===== src/design/owr_pkg.sv =====
// shared constants and types for the overclock watchdog
package owr_pkg;

    // clock rate and documented times
    localparam int CLK_KHZ       = 125000;
    localparam int PULSE_MS      = 20;
    localparam int SCALE_FAST_MS = 250;
    localparam int SCALE_SLOW_MS = 3000;

    // derived cycle counts (exact, no rounding needed at 125 MHz)
    localparam int PULSE_CYC = PULSE_MS * CLK_KHZ;
    localparam int FAST_CYC  = SCALE_FAST_MS * CLK_KHZ;
    localparam int SLOW_CYC  = SCALE_SLOW_MS * CLK_KHZ;

    // field widths
    localparam int M_W     = 7;
    localparam int N_W     = 9;
    localparam int O_W     = 4;
    localparam int TIMER_W = 3;
    localparam int TICK_W  = 29;
    localparam int PULSE_W = 22;
    localparam int SYNC_W  = 2 + M_W + N_W + O_W;

    // values after reset
    localparam logic [TIMER_W-1:0] TIMER_RST = 3'h0;
    localparam logic               SCALE_RST = 1'b1;
    localparam logic [N_W-1:0]     RECN_RST  = 9'h000;
    localparam logic [M_W-1:0]     RECM_RST  = 7'h00;
    localparam logic [O_W-1:0]     O_RST     = 4'h0;

    // countdown states
    typedef enum logic [1:0] {OWR_IDLE, OWR_COUNT, OWR_SPENT} owr_state_t;

endpackage : owr_pkg


===== src/design/owr_sync.sv =====
// two-stage synchroniser for pin inputs
`timescale 1ns/1ps
module owr_sync
    import owr_pkg::*;
#(
    parameter int W = 1
)(
    input  wire logic         clock_in,
    input  wire logic         reset_n_in,
    input  wire logic [W-1:0] async_in,
    output logic      [W-1:0] sync_out
);

    logic [W-1:0] meta_r;

    ////////////////////////////////////////////////////////////////////////
    // first stage read only by the second; reset to zero, so callers
    // feed each pin in the sense where zero is its idle level
    always_ff @(posedge clock_in or negedge reset_n_in)
    begin
        if (!reset_n_in)
        begin
            meta_r   <= '0;
            sync_out <= '0;
        end
        else
        begin
            meta_r   <= async_in;
            sync_out <= meta_r;
        end
    end

endmodule : owr_sync


===== src/design/owr_pulse.sv =====
// fixed-length active-low reset pulse generator
`timescale 1ns/1ps
module owr_pulse
    import owr_pkg::*;
#(
    parameter int CYCLES = PULSE_CYC
)(
    input  wire logic clock_in,
    input  wire logic reset_n_in,
    input  wire logic enable_in,
    input  wire logic start_in,
    output logic      pulse_out_n,
    output logic      busy_out
);

    logic [PULSE_W-1:0] cnt_r;

    assign busy_out = ~pulse_out_n;

    ////////////////////////////////////////////////////////////////////////
    // a start during a running pulse is dropped, so back-to-back causes
    // never stretch the reset
    always_ff @(posedge clock_in or negedge reset_n_in)
    begin
        if (!reset_n_in)
        begin
            pulse_out_n <= 1'b1;
            cnt_r       <= '0;
        end
        else if (!pulse_out_n)
        begin
            if (cnt_r == PULSE_W'(CYCLES - 1))
            begin
                pulse_out_n <= 1'b1;
                cnt_r       <= '0;
            end
            else
            begin
                cnt_r <= cnt_r + 1'b1;
            end
        end
        else if (start_in && enable_in)
        begin
            pulse_out_n <= 1'b0;
            cnt_r       <= '0;
        end
    end
endmodule : owr_pulse


===== src/design/owr_watchdog.sv =====
// overclock watchdog with reset pulse and frequency recovery
// Operation
// - expiry drives one 20 ms reset pulse
// - enable loads timer value times scale
// - zero count while enabled: reset, alarm
// - reset output usable only if strap low
// - timer or scale change restarts countdown
// - after pulse idle until reload or re-enable
// - enable resets off; rising edge reloads
// - three-bit timer resets to reserved zero
// - alarm sticky until software clears it
// - scale bit: 250 ms or 3 s, resets one
// - mode bit: recover and reset, or reset
// - source bit: straps or recovery register
// - autorecovery writes register, else software
// - recovery register holds nine-bit N
// - hardware recovery reloads strapped M, N, O
// - auto: enable captures M, N; expiry reloads
// - manual: software N with hidden captured M
// - no recovery leaves multipliers unchanged
// - software reset pulses after write completes
// - software reset bit self-clears as pulse starts
// - recovery covers CPU multiplier path only
`timescale 1ns/1ps
module owr_watchdog
    import owr_pkg::*;
#(
    parameter int PULSE_CYCLES = PULSE_CYC,
    parameter int FAST_CYCLES  = FAST_CYC,
    parameter int SLOW_CYCLES  = SLOW_CYC
)(
    input  wire logic               clock_in,
    input  wire logic               reset_n_in,
    input  wire logic               power_good_in_n,
    input  wire logic               reset_output_strap_in,
    input  wire logic [M_W-1:0]     strap_m_in,
    input  wire logic [N_W-1:0]     strap_n_in,
    input  wire logic [O_W-1:0]     strap_o_in,
    input  wire logic               watchdog_enable_bit_in,
    input  wire logic [TIMER_W-1:0] timer_value_in,
    input  wire logic               time_scale_in,
    input  wire logic               reset_mode_in,
    input  wire logic               recovery_source_in,
    input  wire logic               autorecovery_in,
    input  wire logic               alarm_clear_in,
    input  wire logic               software_reset_request_in,
    input  wire logic               smbus_write_done_in,
    input  wire logic               recovery_n_wr_in,
    input  wire logic [N_W-1:0]     recovery_n_data_in,
    input  wire logic [M_W-1:0]     cur_m_in,
    input  wire logic [N_W-1:0]     cur_n_in,
    output logic                    system_reset_out_n,
    output logic                    alarm_out,
    output logic                    software_reset_request_out,
    output logic [N_W-1:0]          watchdog_recovery_n_out,
    output logic                    reset_enabled_out,
    output logic                    mult_load_out,
    output logic [M_W-1:0]          mult_load_m_out,
    output logic [N_W-1:0]          mult_load_n_out,
    output logic [O_W-1:0]          mult_load_o_out,
    output logic                    mult_load_o_valid_out
);
    // scale unit in cycles, minus one for a down-counter
    function automatic logic [TICK_W-1:0] tick_load(input logic scale);
        tick_load = scale ? TICK_W'(SLOW_CYCLES - 1)
                          : TICK_W'(FAST_CYCLES - 1);
    endfunction : tick_load
    logic [SYNC_W-1:0]  sync_w;
    logic               pg_s, strap_s, pg_d_r, boot_done_r;
    logic [M_W-1:0]     strap_m_r, rec_m_r;
    logic [N_W-1:0]     strap_n_r;
    logic [O_W-1:0]     strap_o_r;
    logic               en_d_r, scale_d_r;
    logic [TIMER_W-1:0] timer_d_r, units_r;
    owr_state_t         state_r;
    logic [TICK_W-1:0]  tick_r;
    logic               en_rise, cfg_chg, reload, expire, sw_fire, pulse_busy;
    ////////////////////////////////////////////////////////////////////////
    // pins cross into the clock domain; straps are static so a shared
    // synchroniser keeps them coherent with the power-good edge
    owr_sync #(.W (SYNC_W)) u_sync (
        .clock_in   (clock_in),
        .reset_n_in (reset_n_in),
        .async_in   ({~power_good_in_n, reset_output_strap_in, // idle power good reads 0
                      strap_m_in, strap_n_in, strap_o_in}),
        .sync_out   (sync_w)
    );
    assign pg_s    = sync_w[SYNC_W-1];
    assign strap_s = sync_w[SYNC_W-2];
    ////////////////////////////////////////////////////////////////////////
    // strap capture on the first power-good assertion only; later the
    // pin takes another role and must not re-sample
    always_ff @(posedge clock_in or negedge reset_n_in)
    begin
        if (!reset_n_in)
        begin
            pg_d_r            <= 1'b0;           // matches the synchroniser's idle 0
            boot_done_r       <= 1'b0;
            reset_enabled_out <= 1'b0;
            strap_m_r         <= RECM_RST;
            strap_n_r         <= RECN_RST;
            strap_o_r         <= O_RST;
        end
        else
        begin
            pg_d_r <= pg_s;
            if (!pg_d_r && pg_s && !boot_done_r)
            begin
                boot_done_r       <= 1'b1;
                reset_enabled_out <= ~strap_s;
                strap_m_r         <= sync_w[N_W+O_W +: M_W];
                strap_n_r         <= sync_w[O_W +: N_W];
                strap_o_r         <= sync_w[O_W-1:0];
            end
        end
    end
    ////////////////////////////////////////////////////////////////////////
    // previous copies of the control bits for edge and change detection
    always_ff @(posedge clock_in or negedge reset_n_in)
    begin
        if (!reset_n_in)
        begin
            en_d_r    <= 1'b0;
            timer_d_r <= TIMER_RST;
            scale_d_r <= SCALE_RST;
        end
        else
        begin
            en_d_r    <= watchdog_enable_bit_in;
            timer_d_r <= timer_value_in;
            scale_d_r <= time_scale_in;
        end
    end
    // restart wins over an expiry in the same cycle
    assign en_rise = watchdog_enable_bit_in & ~en_d_r;
    assign cfg_chg = (timer_value_in != timer_d_r) | (time_scale_in != scale_d_r);
    assign reload  = watchdog_enable_bit_in & (en_rise | cfg_chg);
    assign expire  = (state_r == OWR_COUNT) & watchdog_enable_bit_in & ~reload
                   & (tick_r == '0) & (units_r <= TIMER_W'(1));
    assign sw_fire = smbus_write_done_in
                   & (software_reset_request_out | software_reset_request_in);
    ////////////////////////////////////////////////////////////////////////
    // countdown: units of the selected scale; code zero (test setting)
    // expires after a single unit
    always_ff @(posedge clock_in or negedge reset_n_in)
    begin
        if (!reset_n_in)
        begin
            state_r <= OWR_IDLE;
            units_r <= TIMER_RST;
            tick_r  <= '0;
        end
        else if (!watchdog_enable_bit_in)
        begin
            state_r <= OWR_IDLE;
        end
        else if (reload)
        begin
            state_r <= OWR_COUNT;
            units_r <= timer_value_in;
            tick_r  <= tick_load(time_scale_in);
        end
        else if (state_r == OWR_COUNT)
        begin
            if (tick_r != '0)
            begin
                tick_r <= tick_r - 1'b1;
            end
            else if (units_r <= TIMER_W'(1))
            begin
                state_r <= OWR_SPENT;
            end
            else
            begin
                units_r <= units_r - 1'b1;
                tick_r  <= tick_load(time_scale_in);
            end
        end
    end
    ////////////////////////////////////////////////////////////////////////
    // alarm: expiry set beats a software clear in the same cycle
    always_ff @(posedge clock_in or negedge reset_n_in)
    begin
        if (!reset_n_in)
        begin
            alarm_out <= 1'b0;
        end
        else if (expire)
        begin
            alarm_out <= 1'b1;
        end
        else if (alarm_clear_in)
        begin
            alarm_out <= 1'b0;
        end
    end
    ////////////////////////////////////////////////////////////////////////
    // recovery registers: hidden M always captured on enable; N by
    // hardware in autorecovery, otherwise by software writes
    always_ff @(posedge clock_in or negedge reset_n_in)
    begin
        if (!reset_n_in)
        begin
            rec_m_r                 <= RECM_RST;
            watchdog_recovery_n_out <= RECN_RST;
        end
        else
        begin
            if (en_rise)
            begin
                rec_m_r <= cur_m_in;
            end
            if (en_rise && autorecovery_in)
            begin
                watchdog_recovery_n_out <= cur_n_in;
            end
            else if (!autorecovery_in && recovery_n_wr_in)
            begin
                watchdog_recovery_n_out <= recovery_n_data_in;
            end
        end
    end
    ////////////////////////////////////////////////////////////////////////
    // multiplier restore, CPU path only; O comes back only from straps
    always_ff @(posedge clock_in or negedge reset_n_in)
    begin
        if (!reset_n_in)
        begin
            mult_load_out         <= 1'b0;
            mult_load_m_out       <= RECM_RST;
            mult_load_n_out       <= RECN_RST;
            mult_load_o_out       <= O_RST;
            mult_load_o_valid_out <= 1'b0;
        end
        else if (expire && !reset_mode_in)
        begin
            mult_load_out <= 1'b1;
            if (!recovery_source_in)
            begin
                mult_load_m_out       <= strap_m_r;
                mult_load_n_out       <= strap_n_r;
                mult_load_o_out       <= strap_o_r;
                mult_load_o_valid_out <= 1'b1;
            end
            else
            begin
                mult_load_m_out       <= rec_m_r;
                mult_load_n_out       <= watchdog_recovery_n_out;
                mult_load_o_valid_out <= 1'b0;
            end
        end
        else
        begin
            mult_load_out         <= 1'b0;
            mult_load_o_valid_out <= 1'b0;
        end
    end
    ////////////////////////////////////////////////////////////////////////
    // software reset bit: fires at the end of the enclosing write and
    // clears itself; a fire during a running pulse is simply absorbed
    always_ff @(posedge clock_in or negedge reset_n_in)
    begin
        if (!reset_n_in)
        begin
            software_reset_request_out <= 1'b0;
        end
        else if (sw_fire)
        begin
            software_reset_request_out <= 1'b0;
        end
        else if (software_reset_request_in)
        begin
            software_reset_request_out <= 1'b1;
        end
    end
    // both causes share one pulse generator
    owr_pulse #(
        .CYCLES (PULSE_CYCLES)
    ) u_pulse (
        .clock_in    (clock_in),
        .reset_n_in  (reset_n_in),
        .enable_in   (reset_enabled_out),
        .start_in    (expire | sw_fire),
        .pulse_out_n (system_reset_out_n),
        .busy_out    (pulse_busy)
    );
endmodule : owr_watchdog


===== config.mk =====
export PLATFORM = sky130hd
export DESIGN_NAME = owr_watchdog
export DESIGN_NICKNAME = d
export VERILOG_FILES = /design/src/design/owr_pkg.sv /design/src/design/owr_sync.sv /design/src/design/owr_pulse.sv /design/src/design/owr_watchdog.sv
export SDC_FILE = /design/constraint.sdc
export NUM_CORES = 1
export LEC_CHECK = 0
export BUFFER_PORTS_ARGS = -buffer_cell sky130_fd_sc_hd__buf_2
export CORE_ASPECT_RATIO = 0.6
export CORE_MARGIN = 4
export CORE_UTILIZATION = 52
export DETAILED_ROUTE_END_ITERATION = 7
export GPL_TIMING_DRIVEN = 0
export PLACE_DENSITY_LB_ADDON = 0.05
export SLEW_MARGIN = 25
export SYNTH_ARGS = -nofsm -noshare
export SYNTH_HDL_FRONTEND = slang
export SYNTH_SLANG_ARGS = --single-unit

===== constraint.sdc =====
create_clock -name clock_in -period 2.85 [get_ports clock_in]
set_input_delay 0.1425 -clock clock_in [delete_from_list [all_inputs] [get_ports clock_in]]
set_output_delay 0.1425 -clock clock_in [all_outputs]
set_load 0.02 [all_outputs]

# == Word-level counts from Yosys, hierarchy flattened ==
# Cells that the tools add are included.
# classes
add_sub_neg,3
muxes,31
n_div,0
n_eq_ne,11
shifts,0
magnitude_cmp,1
mul,0
reduce_logical,20
n_bitwise,16
# op_table
operator,n
$mux 29,5
$mux 22,3
$logic_not 29->1,1
$reduce_bool 29->1,1
$sub 29x1->29 const B,1
$mux 9,3
$add 22x1->22 const B,1
$eq 22x22->1 const B,1
$mux 3,4
$mux 1,10
$mux 2,5
$reduce_bool 2->1,4
$and 1x1->1,7
$mux 7,1
$logic_and 1x1->1,6
$ne 2x2->1 const B,3
$ne 3x1->1 const B,2
$reduce_and 3->1,2
$not 1->1,5
$logic_not 1->1,4
$or 1x1->1,4
$reduce_and 4->1,1
$le 3x1->1 const B,1
$ne 3x2->1 const B,1
6 further kinds,6
# totals
elab_cells,107
latchBits,0
ram_bits,0
out_inout_bits,35
ff_bits,169
romBits,0
mem_count,0

# == Longest topological paths before layout ==
# Gate-level depths: netlist of run 1.
# depth
depth_word,12
mapped_depth,9
mapped_depth_nobuf,8

# == Cells and area by module ==
# From an unflattened synthesis of run 1, not the netlist that was laid out.
# unflattened
cells_unflattened,637
area_unflattened_um2,7370.8
# by_module_without_submodules
module,cells_per_inst,area_per_inst_um2,n_inst
owr_watchdog,442,4928.5,1
owr_pulse,151,1341.3,1
owr_sync,44,1101.1,1

# == Worst setup path before layout of run 1 ==
# No wires, ideal clock.
# synth_timing
kind,flip-flop to flip-flop
start,register tick_r[11]
end,register mult_load_o_out[0]
period_less_slack_ns,2.120
slack_ns,0.730
n_path_buf,1
stages_incl_launch_ff,8
arrival_ns,1.995
t_required_ns,2.725
cell_sequence,dfrtp_1 -> nor4_4 -> nand4_4 -> nor3_2 -> nand4bb_1 -> buf_2 -> nor2_2 -> mux2_2
# synth_via
elab_chain_len,5
# synth_lines
element,line,text
"start, declared",owr_watchdog.sv:76,logic [TICK_W-1:0] tick_r;
"start signal, assigned",owr_watchdog.sv:161,tick_r <= tick_load(time_scale_in);
"start signal, assigned",owr_watchdog.sv:167,tick_r <= tick_r - 1'b1;
"start signal, assigned",owr_watchdog.sv:176,tick_r <= tick_load(time_scale_in);
$logic_not 29->1,owr_watchdog.sv:139,& (tick_r == '0) & (units_r <= TIMER_W'(1));
$and 1x1->1 (2 in series),owr_watchdog.sv:139,
$logic_and 1x1->1,owr_watchdog.sv:235,else if (expire && !reset_mode_in)
$reduce_and 2->1 (no line),--,
"end signal, assigned",owr_watchdog.sv:242,mult_load_o_out <= strap_o_r;
"end, declared",owr_watchdog.sv:60,"output logic [O_W-1:0] mult_load_o_out,"
# Every way passes these cells.
# A chain may end at the register's enable or synchronous reset.

# == Worst setup path in the final report of run 1 ==
# layout_timing
start,register tick_r[21]
end,register mult_load_o_out[2]
# Same word-level chain as after synthesis.

==> qor.csv, run 1 <==
metric,value,unit
Slew Limit Fails,0,
area post-placement,8120,um^2
hpwl dp,12500,um
DR pass1 iterations,5,
Post-synth ARST share,1.00,
fillcell total,1043,
GRT Total Usage,0.231,
RePlAce Congestion,0.897,
Min-Delay Endpoint,watchdog_recovery_n_out[8],
Worst-Margin Slew,0.812,ns
number of global-route vias before repair,5748,
total power,6.01,mW
Post-synth top flop,dfrtp_1,
routed len/inst,17.9,um
final setup fails,0,
Synth warnings,0,
global-route wire length before repair,29700,um
I/O Buffers,94,
WL final,18200,um
Max Fclk,0.369,GHz
flop-to-flop setup slack,0.14,ns
syn nets,707,
Max IR drop VDD,0.354,mV
number of enable flip-flop cells after synthesis,0,
via count,5730,
routed vias/inst,5.66,
Critical R2R Launch,tick_r[21],
Slew headroom,0.459,
initial antenna violation count,0,
core area,13700,um^2
worst hold path class,in -> reg,
GRT overflow,0,
CP arrival,3.01,ns
Die Span Y,100,um
count of cell types in the netlist,64,
Cell Pwr Density,648,nW/um^2
synthesized area,7370,um^2
"Reg clk slew, reported paths",0.07,ns
Lkg Pwr,4.13,nW
Syn-to-layout area delta,25.9,%
worst skew pair latency,0.42,ns
Max Clock Skew,0.0107,ns
final hold slack,0.0163,ns
Inserted Clock Buffers,17,
Crit Path Category,reg -> reg,
Synth Register Bits,169,
proportion of layout cells with a drive suffix above 1,0.268,
register area share after synthesis,0.574,
CP Launch Point,tick_r[21],
Post-CTS Setup Bufs,0,
DR DRC count,0,
die area,16200,um^2
hold depth,3,
maxcap violations,0,
maximum buffer depth of the clock tree,2,
Die Span X,162,um
Clock Sinks,169,
Post-Syn Instances,641,
CP Capture Type,flop,
CTS tree,yes,
worst setup margin,0.139,ns
final net count,874,
synthesized area per cell,11.5,um^2
DRT iter0 DRCs,604,
I/O pin cnt,96,
Period minus WS final,2.71,ns
final hold vios,0,
Reg2Reg Depth,7,
Worst setup SP type,flop,
hold_sp,cur_n_in[8],
"Design Area, Final",9280,um^2
status,finished clean,
final period utilization,0.951,
H-Tree Level Count,4,
Initial Utilization,0.536,
row cnt,33,
Worst Path Required,3.15,ns
"Max FO, Critical Path",8,
r2r endpoint,mult_load_o_out[2],
pin count of the biggest net entering global routing,97,
dpl ws,0.00413,ns
Antenna Nets Post-Route,0,
number of diodes,0,
clk root buf,clkbuf_16,
-- cell usage in the layout, fill, tap and decap left out, drive strengths merged, types with 4 or more instances in the layout --
cell type    count
dfrtp          167
buf            109
mux2            63
dlygate4sd3     53
nand2           52
o21ai           52
nor2            51
clkbuf          31
a21oi           27
nand3           21
inv             21
a31oi           19
nor3            16
nor4             9
and3             8
and2             8
xnor2            7
nor2b            7
o31ai            7
o22a             6
nand4            6
nor4b            6
nand2b           5
a41oi            5
o2bb2ai          5
ha               5
and4             4
a22o             4
-- metal layers --
metal / track usage / wire length [um]
met4: 0.0559 / 186
met5: 0 / 0
met1: 0.344 / 8760
met3: 0.0620 / 1520
met2: 0.341 / 7690
-- registers in the layout, summed over array words and instances (netlist names), 2 cells and up --
name and flops:
u_pulse.cnt_r 22, tick_r 29, u_sync.meta_r 22, timer_d_r 3, watchdog_recovery_n_out 9, mult_load_m_out 7, u_sync.sync_out 22, mult_load_o_out 4
rec_m_r 7, units_r 3, mult_load_n_out 9, strap_o_r 4, strap_n_r 9, state_r 2, strap_m_r 7
-- cell type report --
cell class / count / area (um^2) / share of cell area
Buffer: 27 / 130 / 0.0140
Clock buffer: 18 / 429 / 0.0463
Clock inverter: 13 / 158 / 0.0170
Inverter: 14 / 52.6 / 0.00566
Multi-Input combinational cell: 431 / 3000 / 0.323
Sequential cell: 169 / 4230 / 0.456
Tap cell: 192 / 240 / 0.0259
Timing Repair Buffer: 148 / 1040 / 0.112
-- kinds of logic after synthesis --
kind of cell | count (synthesis) | synth area share
DFF | 169 | 0.574
muxes | 65 | 0.104
and+or+nand+nor | 203 | 0.149
xor gates and xnor gates | 10 | 0.0119
buffers and inverters | 41 | 0.0246
AOI/OAI and AO/OA | 148 | 0.127
adders and majority gates | 5 | 0.00849
-- worst max-delay path by stage --
| stage | endpoint | cells after the start |
|---|---|---|
| finish | mult_load_o_out[2] | 7 |
| global route | mult_load_o_out[1] | 7 |
| CTS | watchdog_recovery_n_out[6] | 9 |
| detailed placement | tick_r[26] | 8 |
| global placement | mult_load_o_out[0] | 1 |
| floorplan | mult_load_o_out[0] | 7 |
-- metrics by stage --
step                utilization  setup TNS, ns  std cells
finish                    0.675              0       1012
global route              0.675       -0.00253       1012
CTS                       0.672              0       1012
detailed placement        0.590              0        928
global placement          0.588        -140.48        927
floorplan                     -              0        641
-- where the power goes --
part | internal, mW | switching [mW]
sequential | 2.62 | 0.188
clock | 1.31 | 0.992
combinational | 0.388 | 0.515
total | 4.32 | 1.70
-- critical path: stages (launching register included) --
cell and delay [ns]:
dfrtp_1 0.42, nor4_1 0.43, nand3_2 0.31, nor3_2 0.38, nand4bb_1 0.20, buf_2 0.26, nor2_2 0.23, mux2_2 0.36
-- synth_stat cells (4+ instances only) --
cell type	number	share of area
dfrtp_1	167	0.57
mux2_2	53	0.081
nand2_1	52	0.026
nor2_1	50	0.025
o21ai_0	34	0.023
a21oi_1	26	0.018
nand3_1	21	0.014
a31oi_1	19	0.016
o21ai_1	18	0.012
inv_1	14	0.0071
clkbuf_1	13	0.0066
nor3_1	12	0.0082
mux2_4	10	0.020
and2_1	8	0.0068
and3_1	8	0.0068
buf_2	7	0.0048
nor2b_1	7	0.0059
nor4_1	7	0.0059
o31ai_1	7	0.0071
xnor2_1	7	0.0083
o22a_1	6	0.0071
a41oi_1	5	0.0059
ha_1	5	0.0085
nand2b_1	5	0.0042
nand4_1	5	0.0042
o2bb2ai_1	5	0.0059
a22o_1	4	0.0048
and4_1	4	0.0048
buf_1	4	0.0020
-- timing repair --
action / CTS / global route
hold buffers: 53 / 0
setup endpoints to repair: 1 / 18
gates cloned: 0 / 0
gates resized for setup: 1 / 7
hold endpoints to repair: 120 / 0
Note: power is estimated with default switching activity, not from simulation.
==> run 2: changes to the inputs <==
--- a/config.mk
+++ b/config.mk
@@ -12,6 +12,7 @@
 export DETAILED_ROUTE_END_ITERATION = 7
 export GPL_TIMING_DRIVEN = 0
 export PLACE_DENSITY_LB_ADDON = 0.05
+export RECOVER_POWER = 50
 export SLEW_MARGIN = 25
 export SYNTH_ARGS = -nofsm -noshare
 export SYNTH_HDL_FRONTEND = slang
==> qor.csv, run 2 (same netlist as run 1, synthesis figures left out) <==
metric,value,unit
final net count,874,
global-route wire length before repair,29700,um
row cnt,33,
DR pass1 iterations,5,
power share of the clock group,0.384,
via count,5770,
Largest Register,tick_r,
worst hold path class,in -> reg,
Slew headroom,-0.197,
routed vias/inst,5.70,
WL final,18300,um
initial antenna violation count,0,
Inserted Clock Buffers,17,
GRT Total Usage,0.231,
"most common cell after layout, fill and taps aside",dfrtp_1,
worst skew pair latency,0.42,ns
Initial Utilization,0.536,
hpwl dp,12500,um
part of the power in registers,0.466,
switching power total,1.70,mW
GRT overflow,0,
Cell Pwr Density,653,nW/um^2
"Reg clk slew, reported paths",0.07,ns
Worst-Margin Slew,1.80,ns
Crit Path Category,reg -> reg,
Worst Path Required,3.15,ns
final setup fails,0,
Antenna Nets Post-Route,0,
pin count of the biggest net entering global routing,97,
core area,13700,um^2
DRT iter0 DRCs,633,
Die Span Y,100,um
number of global-route vias before repair,5748,
H-Tree Level Count,4,
clk root buf,clkbuf_16,
I/O pin cnt,96,
proportion of layout cells with a drive suffix above 1,0.220,
most frequent cells in the layout,"167 x dfrtp_1, 60 x buf_2, 53 x clkbuf_1, 53 x mux2_2, 53 x dlygate4sd3_1",
failing checks,"capacitance limit, slew limit",
DP Cell Count,928,
DR DRC count,0,
area of the multi-input gates,3000,um^2
CP arrival,2.99,ns
worst setup margin,0.158,ns
Die Span X,162,um
fin cells,1012,
"Max FO, Critical Path",8,
RePlAce Congestion,0.897,
Period minus WS final,2.69,ns
routed len/inst,18.0,um
final period utilization,0.945,
dpl ws,0.00413,ns
Int Pwr,4.31,mW
Worst setup SP type,flop,
CTS tree,yes,
die area,16200,um^2
CP Capture Type,flop,
Slew Limit Fails,74,
maxcap violations,1,
maximum buffer depth of the clock tree,2,
Post-CTS Setup Bufs,0,
register area,4230,um^2
Syn-to-layout area delta,25.1,%
max reg flops,29,
sw frac,0.283,
Lkg Pwr,3.98,nW
Combinational Power Share,0.149,
final hold slack,0.0165,ns
I/O Buffers,94,
Clock Sinks,169,
Max Fclk,0.371,GHz
number of diodes,0,
Max IR drop VDD,0.355,mV
Max Clock Skew,0.0120,ns
status,finished with violations,
setup TNS,0,ns
fillcell total,1069,
final hold vios,0,
run 2: cell types whose count changed in the layout (fill, tap and decap cells not counted), sizes merged:
cell    previous run  this run
buf              109        68
clkbuf            31        72
run 2: path summary, 6_finish.rpt:
check	startpoint	endpoint	slack [ns]	cells past startpoint
max in group asynchronous	reset_n_in	strap_n_r[6]	0.91	3
max reg2reg	tick_r[19]	mult_load_o_out[2]	0.16	7
min	cur_n_in[8]	watchdog_recovery_n_out[8]	0.02	3
min in group asynchronous	reset_n_in	tick_r[3]	0.74	2
min reg2reg	u_sync.meta_r[7]	u_sync.sync_out[7]	0.35	0
max	tick_r[19]	mult_load_o_out[2]	0.16	7
run 2: power groups by stage:
stage	logic [mW]	clock network, mW	registers (mW)
6_report	0.897	2.31	2.80
3_3_place_gp	0.791	0	2.83
5_1_grt	0.989	2.49	2.83
3_5_place_dp	0.824	0	2.84
4_1_cts	0.891	2.35	2.80
2_1_floorplan	0.506	0	2.82
run 2: what timing repair did:
action / CTS / global route
pin swaps: 0 / 0
hold endpoints to repair: 120 / 0
hold buffers: 53 / 0
gates resized for setup: 1 / 7
endpoints found under the setup margin: 1 / 18
run 2: area by class of cell:
class	instances	share of cell area
sequential	169	0.459
multi-input combinational	431	0.325
timing repair buffer	148	0.106
clock buffer	18	0.0466
tap	192	0.0261
clock inverter	13	0.0171
buffer	27	0.0141
inverter	14	0.00570
run 2: metal layers:
metal	routed length (um)	track usage	part of all wire	vias to the layer above
met2	7830	0.341	0.43	252
li1	-	-	-	2653
met5	0	0	0	-
met3	1360	0.0620	0.075	17
met4	153	0.0559	0.0084	0
met1	8910	0.344	0.49	2848
run 2: through the flow:
step                       util  total power [mW]  instance area, um^2
after global placement    0.588              3.62                 8080
after floorplan               -              3.33                 7370
final                     0.670              6.01                 9220
after detailed placement  0.590              3.66                 8120
after CTS                 0.672              6.04                 9240
after global routing      0.670              6.31                 9220
run 2: critical path: stages (launching register included):
cell	delay, ns
dfrtp_1	0.40
nor3_1	0.46
nand3_2	0.29
nor3_2	0.38
nand4bb_1	0.20
buf_2	0.26
nor2_2	0.23
mux2_2	0.36
==> run 3: changes to the inputs <==
--- a/config.mk
+++ b/config.mk
@@ -8,7 +8,7 @@
 export BUFFER_PORTS_ARGS = -buffer_cell sky130_fd_sc_hd__buf_2
 export CORE_ASPECT_RATIO = 0.6
 export CORE_MARGIN = 4
-export CORE_UTILIZATION = 52
+export CORE_UTILIZATION = 30
 export DETAILED_ROUTE_END_ITERATION = 7
 export GPL_TIMING_DRIVEN = 0
 export PLACE_DENSITY_LB_ADDON = 0.05
==> qor.csv, run 3 (same netlist as run 1, synthesis figures left out) <==
metric,value,unit
status,finished with violations,
failing checks,"capacitance limit, slew limit",
part of the power in registers,0.469,
r2r endpoint,tick_r[26],
hold depth,4,
H-Tree Level Count,4,
sw frac,0.291,
Crit Path Category,reg -> reg,
I/O Buffers,94,
number of diodes,0,
DR pass1 iterations,5,
maximum buffer depth of the clock tree,2,
Combinational Power Share,0.152,
Lkg Pwr,4.00,nW
routed len/inst,17.3,um
fillcell total,2373,
Slew headroom,-0.375,
worst skew pair latency,0.43,ns
final hold vios,0,
Die Span X,210,um
"most common cell after layout, fill and taps aside",dfrtp_1,
area post-placement,8280,um^2
maxcap violations,1,
Reg2Reg Depth,8,
"Reg clk slew, reported paths",0.07,ns
GRT Total Usage,0.149,
DP Cell Count,1058,
Inserted Clock Buffers,17,
Critical R2R Launch,tick_r[0],
Worst-Margin Slew,2.06,ns
CTS tree,yes,
initial antenna violation count,0,
WL final,19800,um
max reg flops,29,
Largest Register,tick_r,
Antenna Nets Post-Route,0,
core area,24200,um^2
Cell Pwr Density,634,nW/um^2
area of the multi-input gates,3030,um^2
flop-to-flop setup slack,0.1,ns
final net count,879,
register area,4230,um^2
RePlAce Congestion,0.821,
final setup fails,0,
Clock Sinks,169,
final period utilization,0.966,
Slew Limit Fails,80,
DRT iter0 DRCs,458,
"Design Area, Final",9420,um^2
fin cells,1148,
setup TNS,0,ns
Int Pwr,4.23,mW
power share of the clock group,0.379,
Initial Utilization,0.305,
row cnt,44,
Syn-to-layout area delta,27.9,%
CP arrival,3.07,ns
"Max FO, Critical Path",7,
Worst Path Required,3.17,ns
Min-Delay Endpoint,u_pulse.pulse_out_n,
proportion of layout cells with a drive suffix above 1,0.220,
Max Fclk,0.363,GHz
number of global-route vias before repair,5594,
global-route wire length before repair,31500,um
via count,5657,
pin count of the biggest net entering global routing,91,
hpwl dp,13600,um
most frequent cells in the layout,"167 x dfrtp_1, 57 x clkbuf_1, 57 x buf_2, 57 x dlygate4sd3_1, 53 x mux2_2",
CP Capture Type,flop,
Die Span Y,129,um
GRT overflow,0,
Period minus WS final,2.75,ns
Max IR drop VDD,0.368,mV
total power,5.97,mW
Worst setup SP type,flop,
hold_sp,software_reset_request_in,
Max Clock Skew,0.0148,ns
die area,27200,um^2
I/O pin cnt,96,
routed vias/inst,4.93,
worst hold path class,in -> reg,
clk root buf,clkbuf_16,
switching power total,1.74,mW
DR DRC count,0,
-- run 3: changes by cell type in the layout (fill, tap and decap cells not counted), sizes merged --
cell	previous run	this run
clkinvlp	3	4
dlygate4sd3	53	57
bufinv	2	1
buf	68	66
clkbuf	72	76
-- run 3: area by class of cell --
type	instances	area share
sequential	169	0.449
clock inverter	13	0.0142
inverter	14	0.00558
tap	322	0.0428
buffer	27	0.0138
timing repair buffer	153	0.107
clock buffer	19	0.0459
multi-input combinational	431	0.322
-- run 3: critical path: stages (launching register included) --
cell and delay, ns:
dfrtp_1 0.44, inv_1 0.14, ha_1 0.20, nor4b_4 0.42
nand2_1 0.24, nor4_1 0.74, nor2b_1 0.22, o21ai_1 0.07
a22o_1 0.18
-- run 3: metrics by stage --
stage | setup slack (ns) | hold slack (ns) | util
5_1_grt | -0.0210 | 0.0190 | 0.390
3_5_place_dp | -0.0152 | 0.183 | 0.343
3_3_place_gp | -1.16 | 0.250 | 0.341
6_report | 0.0965 | 0.0244 | 0.390
4_1_cts | 0.0121 | 0.00264 | 0.390
2_1_floorplan | 0.730 | -0.153 | -
-- run 3: worst max path at each step --
stage	startpoint	end	slack [ns]	cells after the start
2_1_floorplan	tick_r[11]	mult_load_o_out[0]	0.73	7
3_3_place_gp	reset_n_in	watchdog_recovery_n_out[2]	-1.16	1
3_5_place_dp	tick_r[15]	mult_load_o_out[3]	-0.02	7
4_1_cts	tick_r[0]	tick_r[26]	0.01	8
5_1_grt	tick_r[0]	tick_r[26]	-0.02	8
6_report	tick_r[0]	tick_r[26]	0.1	8
-- run 3: power groups by stage --
stage | sequential, mW | clock (mW) | combinational (mW)
finish | 2.80 | 2.26 | 0.909
global route | 2.83 | 2.44 | 1.03
CTS | 2.79 | 2.34 | 0.920
detailed placement | 2.84 | 0 | 0.842
floorplan | 2.82 | 0 | 0.506
global placement | 2.83 | 0 | 0.827
-- run 3: per-layer routing --
metal	track usage	up-vias	routed length [um]
met5	0	-	0
li1	-	2664	-
met2	0.206	150	8260
met1	0.227	2824	10100
met4	0.0368	0	218
met3	0.0445	19	1210
-- run 3: repair_timing --
item / 4_1_cts / 5_1_grt
endpoints found under the setup margin: 4 / 45
hold buffers: 57 / 0
pin swaps: 0 / 1
setup buffers: 0 / 1
hold endpoints to repair: 127 / 0
gates resized for setup: 2 / 13
